--- config.mk ---
export PLATFORM = sky130hd
export DESIGN_NAME = pio_top
export DESIGN_NICKNAME = d
export VERILOG_FILES = /design/src/rtl/pio_pkg.sv /design/src/rtl/pio_if.sv /design/src/rtl/pio_pin_slice.sv /design/src/rtl/pio_top.sv
export SDC_FILE = /design/constraint.sdc
export NUM_CORES = 1
export LEC_CHECK = 0
export ABC_AREA = 1
export BUFFER_PORTS_ARGS = -buffer_cell sky130_fd_sc_hd__buf_4
export CAP_MARGIN = 20
export CORE_ASPECT_RATIO = 1.5
export CORE_MARGIN = 4
export CORE_UTILIZATION = 55
export CTS_CLUSTER_DIAMETER = 120
export DETAILED_ROUTE_END_ITERATION = 16
export GPL_TIMING_DRIVEN = 0
export PLACE_DENSITY = 0.82
export SLEW_MARGIN = 20
export SYNTH_ARGS = -nofsm -noshare
export SYNTH_HDL_FRONTEND = slang
export SYNTH_HIERARCHICAL = 1
export SYNTH_SLANG_ARGS = --single-unit
--- constraint.sdc ---
create_clock -name clk -period 9.6 [get_ports clk]
set_input_delay 1.44 -clock clk [delete_from_list [all_inputs] [get_ports clk]]
set_output_delay 1.44 -clock clk [all_outputs]
set_load 0.02 [all_outputs]
--- src/rtl/pio_pkg.sv ---
/*
  pio_pkg: constants for the parallel port pin mux.
  assumes: one synchronous clock domain, eight-bit ports.
*/
package pio_pkg;
  // ************************************************
  // widths and reset values
  // ************************************************
  localparam int          NPORT      = 4;
  localparam int          W          = 8;
  localparam logic [7:0]  DIR_RST    = 8'h00;
  localparam logic [7:0]  SLEW_RST   = 8'hFF;
  localparam logic [7:0]  DRIVE_RST  = 8'h00;
  localparam logic [7:0]  PULL_RST   = 8'h00;
  localparam logic [7:0]  DATA_RST   = 8'h00;
  // implemented bits per port a..d
  localparam logic [7:0]  IMPL_A     = 8'hFF;
  localparam logic [7:0]  IMPL_B     = 8'hFF;
  localparam logic [7:0]  IMPL_C     = 8'h7F;
  localparam logic [7:0]  IMPL_D     = 8'hFF;
  // port c peripheral bit positions
  localparam int          C_RXD_BIT  = 5;
  localparam int          C_TXD_BIT  = 3;
  localparam int          C_CLKO_BIT = 2;
  localparam int          C_SDA_BIT  = 1;
  localparam int          C_SCL_BIT  = 0;
  // port d timer clock input bit positions
  localparam int          D_TCLK1_BIT = 6;
  localparam int          D_TCLK2_BIT = 4;
  // register select codes
  typedef enum logic [2:0] {
    PIO_SEL_DATA,
    PIO_SEL_DIR,
    PIO_SEL_PULL,
    PIO_SEL_SLEW,
    PIO_SEL_DRIVE
  } pio_sel_t;
endpackage

--- src/rtl/pio_if.sv ---
/*
  pio_if: per-port register and override bundle.
  assumes: driven by pio_top, consumed by pio_pin_slice.
*/
`timescale 1ns/100ps
interface pio_if;
  logic [7:0] impl;
  logic [7:0] dir;
  logic [7:0] data;
  logic [7:0] pull;
  logic [7:0] ana_en;
  logic [7:0] per_en;
  logic [7:0] per_oe;
  logic [7:0] per_out;
  logic [7:0] pin_in;
  logic [7:0] pin_out;
  logic [7:0] pin_oe;
  logic [7:0] pull_on;
  logic [7:0] rd_data;
  modport top
  (
    output impl, dir, data, pull, ana_en, per_en, per_oe, per_out, pin_in,
    input  pin_out, pin_oe, pull_on, rd_data
  );
  modport slice
  (
    input  impl, dir, data, pull, ana_en, per_en, per_oe, per_out, pin_in,
    output pin_out, pin_oe, pull_on, rd_data
  );
endinterface

--- src/rtl/pio_pin_slice.sv ---
/*
  pio_pin_slice: pin mux for one eight-bit port.
  assumes: register values held in pio_top; purely combinational.
*/
`timescale 1ns/100ps
module pio_pin_slice
(
  pio_if.slice p
);
  logic [7:0] dig_en;
  logic [7:0] per_live;

  // analog beats any digital claim
  assign dig_en   = p.impl & ~p.ana_en;
  assign per_live = dig_en & p.per_en;

  assign p.pin_oe  = (per_live & p.per_oe) | (dig_en & ~p.per_en & p.dir);
  assign p.pin_out = p.impl & ((per_live & p.per_oe & p.per_out)
                     | (~(per_live & p.per_oe) & p.data));
  // pullup off when driven or analog
  assign p.pull_on = dig_en & p.pull & ~p.pin_oe;
  assign p.rd_data = dig_en & ((p.dir & p.data) | (~p.dir & p.pin_in));
endmodule

--- src/rtl/pio_top.sv ---
/*
  pio_top: parallel ports a..d with peripheral pin sharing.
  assumes: cpu access is a one-cycle write strobe plus a combinational
  read; pins and peripheral controls are synchronous to clk.
*/
// Contract
// - provide the general-purpose pins, each one under software control
// - peripheral sharing off after reset, pio owns every pin
// - direction bits reset to zero, all pins inputs
// - slew limit bits reset to one
// - drive strength bits reset to zero, low drive
// - pullup enable bits reset to zero
// - every input pin has its own pullup enable
// - every output has its own slew limit control
// - data, direction, and separate pullup, slew, drive registers per port
// - port a eight pure gpio pins
// - port b analog-enabled pins lose gpio function
// - port c seven pins: rxd 5, txd 3, clkout 2, sda 1, scl 0
// - port d shares analog, keyboard and timer clock inputs
// - enabled peripheral overrides pin direction
// - enabled peripheral output value drives the pin
// - analog wins over digital peripheral on same pin
// - data read: pin level for inputs, latch for outputs
// - analog-enabled bits read zero
// - pullup off for outputs and analog pins
`timescale 1ns/100ps
module pio_top
(
  // clock and reset
  input  wire logic         clk,
  input  wire logic         reset,
  // cpu register access
  input  wire logic         wr_en,
  input  wire logic [1:0]   wr_port,
  input  wire logic [2:0]   wr_sel,
  input  wire logic [7:0]   wr_data,
  input  wire logic [1:0]   rd_port,
  input  wire logic [2:0]   rd_sel,
  output logic      [7:0]   rd_data,
  // pins, flattened port d..a
  input  wire logic [31:0]  pin_in,
  output logic      [31:0]  pin_out,
  output logic      [31:0]  pin_oe,
  output logic      [31:0]  pin_pullup,
  output logic      [31:0]  pin_slew,
  output logic      [31:0]  pin_drive,
  // analog converter channel enables
  input  wire logic [7:0]   adc_en_b,
  input  wire logic [7:0]   adc_en_d,
  // second serial interface
  input  wire logic         ser_rx_en,
  input  wire logic         ser_tx_en,
  input  wire logic         ser_txd,
  output logic              ser_rxd,
  // i2c
  input  wire logic         i2c_en,
  input  wire logic         i2c_sda_oe,
  input  wire logic         i2c_scl_oe,
  output logic              i2c_sda_in,
  output logic              i2c_scl_in,
  // clock output
  input  wire logic         clk_out_en,
  input  wire logic         clk_out_val,
  // keyboard inputs and timer clocks on port d
  input  wire logic [7:0]   kbd_en_d,
  input  wire logic         tmr1_clk_en,
  input  wire logic         tmr2_clk_en,
  output logic      [7:0]   kbd_in_d,
  output logic              tmr1_clk_in,
  output logic              tmr2_clk_in
);
  // ************************************************
  // register state
  // ************************************************
  logic [7:0] data_r  [pio_pkg::NPORT];
  logic [7:0] dir_r   [pio_pkg::NPORT];
  logic [7:0] pull_r  [pio_pkg::NPORT];
  logic [7:0] slew_r  [pio_pkg::NPORT];
  logic [7:0] drive_r [pio_pkg::NPORT];
  logic [7:0] impl    [pio_pkg::NPORT];
  logic [7:0] ana     [pio_pkg::NPORT];
  logic [7:0] pen     [pio_pkg::NPORT];
  logic [7:0] poe     [pio_pkg::NPORT];
  logic [7:0] pout    [pio_pkg::NPORT];
  logic [7:0] rd_v    [pio_pkg::NPORT];
  logic [7:0] pull_v  [pio_pkg::NPORT];

  assign impl[0] = pio_pkg::IMPL_A;
  assign impl[1] = pio_pkg::IMPL_B;
  assign impl[2] = pio_pkg::IMPL_C;
  assign impl[3] = pio_pkg::IMPL_D;

  // ************************************************
  // register writes
  // ************************************************
  // per-pin writable registers
  always_ff @(posedge clk or posedge reset)
  begin
    if (reset)
    begin
      for (int i = 0; i < pio_pkg::NPORT; i++)
      begin
        data_r[i]  <= pio_pkg::DATA_RST;
        dir_r[i]   <= pio_pkg::DIR_RST;
        pull_r[i]  <= pio_pkg::PULL_RST;
        slew_r[i]  <= pio_pkg::SLEW_RST;
        drive_r[i] <= pio_pkg::DRIVE_RST;
      end
    end
    else if (wr_en)
    begin
      case (pio_pkg::pio_sel_t'(wr_sel))
        pio_pkg::PIO_SEL_DATA:  data_r[wr_port]  <= wr_data & impl[wr_port];
        pio_pkg::PIO_SEL_DIR:   dir_r[wr_port]   <= wr_data & impl[wr_port];
        pio_pkg::PIO_SEL_PULL:  pull_r[wr_port]  <= wr_data & impl[wr_port];
        pio_pkg::PIO_SEL_SLEW:  slew_r[wr_port]  <= wr_data & impl[wr_port];
        pio_pkg::PIO_SEL_DRIVE: drive_r[wr_port] <= wr_data & impl[wr_port];
        default:                ;
      endcase
    end
  end

  // ************************************************
  // peripheral claims per port
  // ************************************************
  // peripheral enables are zero while their owners sit in reset
  always_comb
  begin
    for (int i = 0; i < pio_pkg::NPORT; i++)
    begin
      ana[i]  = 8'h00;
      pen[i]  = 8'h00;
      poe[i]  = 8'h00;
      pout[i] = 8'h00;
    end
    ana[1] = adc_en_b;
    pen[2][pio_pkg::C_RXD_BIT]  = ser_rx_en;
    pen[2][pio_pkg::C_TXD_BIT]  = ser_tx_en;
    poe[2][pio_pkg::C_TXD_BIT]  = 1'b1;
    pout[2][pio_pkg::C_TXD_BIT] = ser_txd;
    pen[2][pio_pkg::C_CLKO_BIT]  = clk_out_en;
    poe[2][pio_pkg::C_CLKO_BIT]  = 1'b1;
    pout[2][pio_pkg::C_CLKO_BIT] = clk_out_val;
    // open-drain: drive low only while asserting
    pen[2][pio_pkg::C_SDA_BIT] = i2c_en;
    poe[2][pio_pkg::C_SDA_BIT] = i2c_sda_oe;
    pen[2][pio_pkg::C_SCL_BIT] = i2c_en;
    poe[2][pio_pkg::C_SCL_BIT] = i2c_scl_oe;
    // port d analog, keyboard, timer clocks
    ana[3] = adc_en_d;
    pen[3] = kbd_en_d;
    pen[3][pio_pkg::D_TCLK1_BIT] = kbd_en_d[pio_pkg::D_TCLK1_BIT]
                                   | tmr1_clk_en;
    pen[3][pio_pkg::D_TCLK2_BIT] = kbd_en_d[pio_pkg::D_TCLK2_BIT]
                                   | tmr2_clk_en;
  end

  // ************************************************
  // per-port pin slices
  // ************************************************
  for (genvar g = 0; g < pio_pkg::NPORT; g++)
  begin : g_port
    pio_if pif ();
    assign pif.impl    = impl[g];
    assign pif.dir     = dir_r[g];
    assign pif.data    = data_r[g];
    assign pif.pull    = pull_r[g];
    assign pif.ana_en  = ana[g] & impl[g];
    assign pif.per_en  = pen[g] & impl[g];
    assign pif.per_oe  = poe[g];
    assign pif.per_out = pout[g];
    assign pif.pin_in  = pin_in[g*8 +: 8];
    pio_pin_slice u_slice
    (
      .p (pif)
    );
    assign pin_out[g*8 +: 8]    = pif.pin_out;
    assign pin_oe[g*8 +: 8]     = pif.pin_oe;
    assign pin_pullup[g*8 +: 8] = pif.pull_on;
    // c7 slew flop resets high, hidden here
    assign pin_slew[g*8 +: 8]   = slew_r[g] & impl[g];
    assign pin_drive[g*8 +: 8]  = drive_r[g];
    assign rd_v[g]              = pif.rd_data;
    assign pull_v[g]            = pif.pull_on;
  end

  // ************************************************
  // read path and peripheral inputs
  // ************************************************
  // data readback masked in slice
  always_comb
  begin
    case (pio_pkg::pio_sel_t'(rd_sel))
      pio_pkg::PIO_SEL_DATA:  rd_data = rd_v[rd_port];
      pio_pkg::PIO_SEL_DIR:   rd_data = dir_r[rd_port];
      pio_pkg::PIO_SEL_PULL:  rd_data = pull_r[rd_port];
      pio_pkg::PIO_SEL_SLEW:  rd_data = slew_r[rd_port] & impl[rd_port];
      pio_pkg::PIO_SEL_DRIVE: rd_data = drive_r[rd_port];
      default:                rd_data = 8'h00;
    endcase
  end

  // analog pins give digital peripherals a zero
  assign ser_rxd     = pin_in[16 + pio_pkg::C_RXD_BIT];
  assign i2c_sda_in  = pin_in[16 + pio_pkg::C_SDA_BIT];
  assign i2c_scl_in  = pin_in[16 + pio_pkg::C_SCL_BIT];
  assign kbd_in_d    = pin_in[31:24] & ~adc_en_d;
  assign tmr1_clk_in = pin_in[24 + pio_pkg::D_TCLK1_BIT]
                       & ~adc_en_d[pio_pkg::D_TCLK1_BIT];
  assign tmr2_clk_in = pin_in[24 + pio_pkg::D_TCLK2_BIT]
                       & ~adc_en_d[pio_pkg::D_TCLK2_BIT];

  // ************************************************
  // checks
  // ************************************************
  // analog pin never driven
  a_analog_no_drive: assert property (
    @(posedge clk) disable iff (reset)
    (pin_oe[31:24] & adc_en_d) == 8'h00) else $error("analog pin driven");
  a_portb_analog: assert property (
    @(posedge clk) disable iff (reset)
    (pin_oe[15:8] & adc_en_b) == 8'h00) else $error("port b analog driven");
  a_pullup_output: assert property (
    @(posedge clk) disable iff (reset)
    (pin_pullup & pin_oe) == 32'h0) else $error("pullup on output");
  a_unimpl_quiet: assert property (
    @(posedge clk) disable iff (reset)
    !pin_oe[23] && !pin_pullup[23] && !pin_slew[23])
    else $error("port c bit 7 active");
  a_txd_follow: assert property (
    @(posedge clk) disable iff (reset)
    ser_tx_en |-> pin_oe[19] && pin_out[19] == ser_txd)
    else $error("txd not from serial");
  a_kbd_input: assert property (
    @(posedge clk) disable iff (reset)
    (pin_oe[31:24] & kbd_en_d) == 8'h00) else $error("keyboard pin driven");
  a_dir_write: assert property (
    @(posedge clk) disable iff (reset)
    wr_en && wr_port == 2'h0 && wr_sel == 3'h1
    |=> pin_oe[7:0] == $past(wr_data)) else $error("port a dir not taken");
  a_read_latch: assert property (
    @(posedge clk) disable iff (reset)
    rd_sel == 3'h0 && rd_port == 2'h0
    |-> rd_data == ((dir_r[0] & data_r[0]) | (~dir_r[0] & pin_in[7:0])))
    else $error("port a readback wrong");
  a_slew_reset: assert property (
    @(posedge clk)
    $fell(reset) |-> pin_slew == 32'hFF7FFFFF) else $error("slew reset");
  a_reset_outputs: assert property (
    @(posedge clk)
    $fell(reset) |-> pin_oe == 32'h0 && pin_pullup == 32'h0
    && pin_drive == 32'h0) else $error("pins not idle after reset");
  a_analog_pull_off: assert property (
    @(posedge clk) disable iff (reset)
    ((pull_v[1] & adc_en_b) | (pull_v[3] & adc_en_d)) == 8'h00)
    else $error("pullup on analog pin");
  a_clkout_follow: assert property (
    @(posedge clk) disable iff (reset)
    clk_out_en |-> pin_oe[18] && pin_out[18] == clk_out_val)
    else $error("clock output not on pin");
  a_i2c_low_only: assert property (
    @(posedge clk) disable iff (reset)
    i2c_en |-> pin_oe[17] == i2c_sda_oe && pin_oe[16] == i2c_scl_oe
    && !(pin_oe[17] && pin_out[17])) else $error("i2c pin driven high");
  a_analog_read_zero: assert property (
    @(posedge clk) disable iff (reset)
    rd_sel == 3'h0 && rd_port[0]
    |-> (rd_data & (rd_port[1] ? adc_en_d : adc_en_b)) == 8'h00)
    else $error("analog bit read nonzero");
  a_porta_pure: assert property (
    @(posedge clk) disable iff (reset)
    pin_oe[7:0] == dir_r[0] && pin_pullup[7:0] == (pull_r[0] & ~dir_r[0]))
    else $error("port a not pure gpio");
  a_slew_write: assert property (
    @(posedge clk) disable iff (reset)
    wr_en && wr_port == 2'h3 && wr_sel == 3'h3
    |=> pin_slew[31:24] == $past(wr_data)) else $error("slew not taken");
  a_unimpl_read: assert property (
    @(posedge clk) disable iff (reset)
    rd_port == 2'h2 |-> !rd_data[7]) else $error("port c bit 7 read high");

  c_analog_claim: cover property (@(posedge clk) |adc_en_d && |kbd_en_d);
  c_tx_active:    cover property (@(posedge clk) ser_tx_en && ser_txd);
  c_pullup_on:    cover property (@(posedge clk) |pin_pullup);
  c_dir_out:      cover property (@(posedge clk) |pin_oe[7:0]);
  c_i2c_drive:    cover property (@(posedge clk) i2c_en && i2c_sda_oe);
endmodule

==> results by group <==
Place
  – DP HPWL: 31.0 mm
  – Global placer's final weighted congestion: 1.03
  – PortBufs: 262

Global routing
  – Remaining global-route overflow: 0
  – Initial antenna violation count: 0
  – Vias in the first global route: 11600
  – Largest net degree at the start of global routing: 109
  – GRT Overall Usage: 36.0%
  – Global-route wire length before repair: 59.8 mm

Worst setup path
  – WP depth: 11
  – CP max stage delay: 0.50 ns
  – Critical path fanouts, max: 10
  – Critical path cell sequence: buf_2, inv_2, clkbuf_1, nand2_1, nand3_1, nand2_1, nand2_1, nand2_1, nor2_1, nand2_1, buf_4
  – CP arrival: 3.20 ns
  – Slowest-stage cell, CP: clkbuf_1
  – CP bufs+invs: 4
  – Most used cell, CP: nand2_1
  – Kind of cell adding the most delay to the critical path: buffers and inverters
  – Crit path launch type: input port
  – Critical Path Sink Type: primary output
  – Worst EP required: 8.16 ns
  – WS Path Type: in2out
  – R2R depth: 2

Timing
  – Setup TNS: 0 ns
  – Final Hold Fails: 0
  – Final period util: 48.4%
  – Post-route clock skew: 0 ns
  – Unrepaired setup endpoints after global routing: no
  – Slew HR: 28.3%
  – Crit path time final: 4.64 ns
  – Worst Tran Pin Value: 1.07 ns
  – Peak Freq: 0.215 GHz
  – Slew Limit Fails: 0
  – Final Setup Violations: 0

Yosys
  – Ys Warns: 6
  – Yosys reg bits: 159
  – Register area share after synthesis: 37.3%
  – Synth Area in Compound Gates: 11.8%
  – Synth Instances: 1710
  – Avg Inst Size Synth: 6.29 sq um
  – Main combinational cell family by area after synthesis: simple AND/OR/NAND/NOR gates
  – Post-synthesis mux area share: 0%
  – Post-synthesis cell area: 0.0108 sq mm
  – Simple-Gate Fraction of Synth Area: 35.6%
  – Netlist cell types: 25
  – Post-synthesis xor/xnor area fraction: 0%
  – Adder-Cell Fraction of Synth Area: 0%

Cells and area
  – Register area: 0.00402 sq mm
  – Fillers: 1622
  – Commonest cells after routing, fill and taps aside: 608 x nand2_1, 303 x inv_1, 299 x buf_4
  – Most common cell after layout, fill and taps aside: nand2_1
  – Fin util: 74.7%
  – Area Growth Syn to Fin: 33.1%
  – Multi-input logic area: 0.00578 sq mm
  – Layout cells sized above 1: 18.7%
  – # diodes: 0
  – Layout Nets: 2256

Detailed routing
  – Vias per cell: 5.01
  – TritonRoute pass-1 iters: 6
  – # DRC: 0
  – Total wire length: 39.5 mm
  – DR vias: 12200
  – Final ANT Viol Nets: 0
  – WL per Instance: 16.2 microns
  – Initial DRC Count: 862

Hold path
  – Hold Path Class: reg2reg
  – Hold path cells: 2

Clocking
  – Setup bufs post-CTS: 0
  – CTS resizes: 0
  – H-tree depth: 4
  – Clk sinks: 159
  – Clk slew on worst S/H paths: 0.07 ns
  – Hold Buf Count CTS: 0
  – Clock buffer count from CTS: 17
  – Clk_lat worst skew: 0.43 ns
  – Clock Tree Root: clkbuf_16
  – CTS tree: built
  – Clk buf depth: 2

Outcome
  – Outcome: completed

Power and ir drop
  – Power per cell area: 167 mW/mm^2
  – VDD IR max: 153 uV
  – Clock share of power: 28.0%
  – Int Pwr: 0.00148 W
  – Sw Pwr: 0.000907 W
  – Logic pwr share: 32.0%
  – Sw Ratio: 38.0%
  – Static leakage: 8.32 nW
  – Flop pwr share: 40.0%

Floorplan
  – Rows: 62
  – Chip Height: 179 microns
  – IO Count: 268
  – Chip width: 122 microns
  – Initial Utilization: 56.2%
  – CORE AREA: 0.0192 sq mm
  – Die area: 0.0219 sq mm

Job
  – Maximum capacitance violations: 0
-- layer usage --
layer | global-route usage, % | wire, microns | up-vias
met1 | 41.7 | 14000 | 5533
met2 | 62.3 | 19600 | 628
met4 | 22.2 | 2710 | 0
li1 | - | - | 5886
met3 | 5.18 | 3230 | 163
met5 | 0 | 0 | -
-- state kept, by name (all words and copies together) (netlist names) --
register / count
g_port.pif.pull: 32
pin_drive: 32
g_port.pif.data: 32
g_port.pif.dir: 32
pin_slew: 31
-- worst min-delay path, delay by kind of cell, from the launching register on --
kind	cells	cell delay [ns]
AOI/OAI and AO/OA	1	0.07
DFF	1	0.38
buffers and inverters	1	0.04
-- logic make-up after synthesis --
group	count (synthesis)
DFF	159
AOI/OAI and AO/OA	252
and+or+nand+nor	901
buffers and inverters	396
other	2
-- worst paths after layout --
path / startpoint / end / slack (ns)
worst min-delay path: pin_slew[29] / pin_slew[29] / 0.50
worst max-delay path: rd_port[0] / rd_data[4] / 4.96
worst min register to register: pin_slew[29] / pin_slew[29] / 0.50
min in group asynchronous: reset / g_port[2].pif.dir[0] / 1.01
worst max register to register: pin_slew[30] / pin_slew[30] / 8.74
max in group asynchronous: reset / g_port[2].pif.data[3] / 7.72
-- cell type report --
class / count / share of cell area [%]
Clock inverter: 13 / 0.804
Inverter: 306 / 8.07
Timing Repair Buffer: 263 / 13.9
Tap cell: 256 / 2.24
Clock buffer: 19 / 3.17
Sequential cell: 159 / 28.1
Multi-Input combinational cell: 1332 / 40.3
Buffer: 90 / 3.40
-- stage by stage --
| step | total power, W | hold WS (ns) | instance area, sq um | std cells | setup WS [ns] |
|---|---|---|---|---|---|
| final | 0.00239 | 0.505 | 14300 | 2438 | 4.96 |
| after global routing | 0.00251 | 0.516 | 14300 | 2438 | 4.90 |
| after CTS | 0.00237 | 0.503 | 14300 | 2438 | 5.02 |
| after detailed placement | 0.00171 | 0.492 | 13800 | 2406 | 5.03 |
| after global placement | 0.00169 | 0.481 | 13700 | 2405 | 2.26 |
| after floorplan | 0.00139 | 0.469 | 11400 | 1887 | 3.92 |
-- power groups by stage --
stage               logic (W)  clock network [W]  registers, W
global placement     0.000733                  0      0.000956
floorplan            0.000449                  0      0.000941
CTS                  0.000756           0.000667      0.000950
global route         0.000843           0.000698      0.000970
finish               0.000764           0.000669      0.000955
detailed placement   0.000752                  0      0.000961
-- synthesized netlist by cell type --
cell | number | area, sq um
nand2_1 | 608 | 2280
inv_1 | 304 | 1140
o21ai_0 | 200 | 1000
dfrtp_1 | 128 | 3200
nor2_1 | 123 | 462
nand3_1 | 96 | 480
clkbuf_1 | 44 | 165
buf_4 | 37 | 278
o21ai_1 | 36 | 180
and2_1 | 33 | 206
dfstp_2 | 31 | 815
nor2_4 | 29 | 327
a21oi_1 | 13 | 65.1
buf_2 | 8 | 40.0
nor3_1 | 5 | 25.0
conb_1 | 2 | 7.51
inv_2 | 2 | 7.51
nor2_2 | 2 | 12.5
nor3_2 | 2 | 20.0
or2_2 | 2 | 12.5
a21boi_0 | 1 | 7.51
a31oi_1 | 1 | 6.26
buf_1 | 1 | 3.75
nand4_1 | 1 | 6.26
o21a_1 | 1 | 7.51
(Power assumes the default switching activity.)
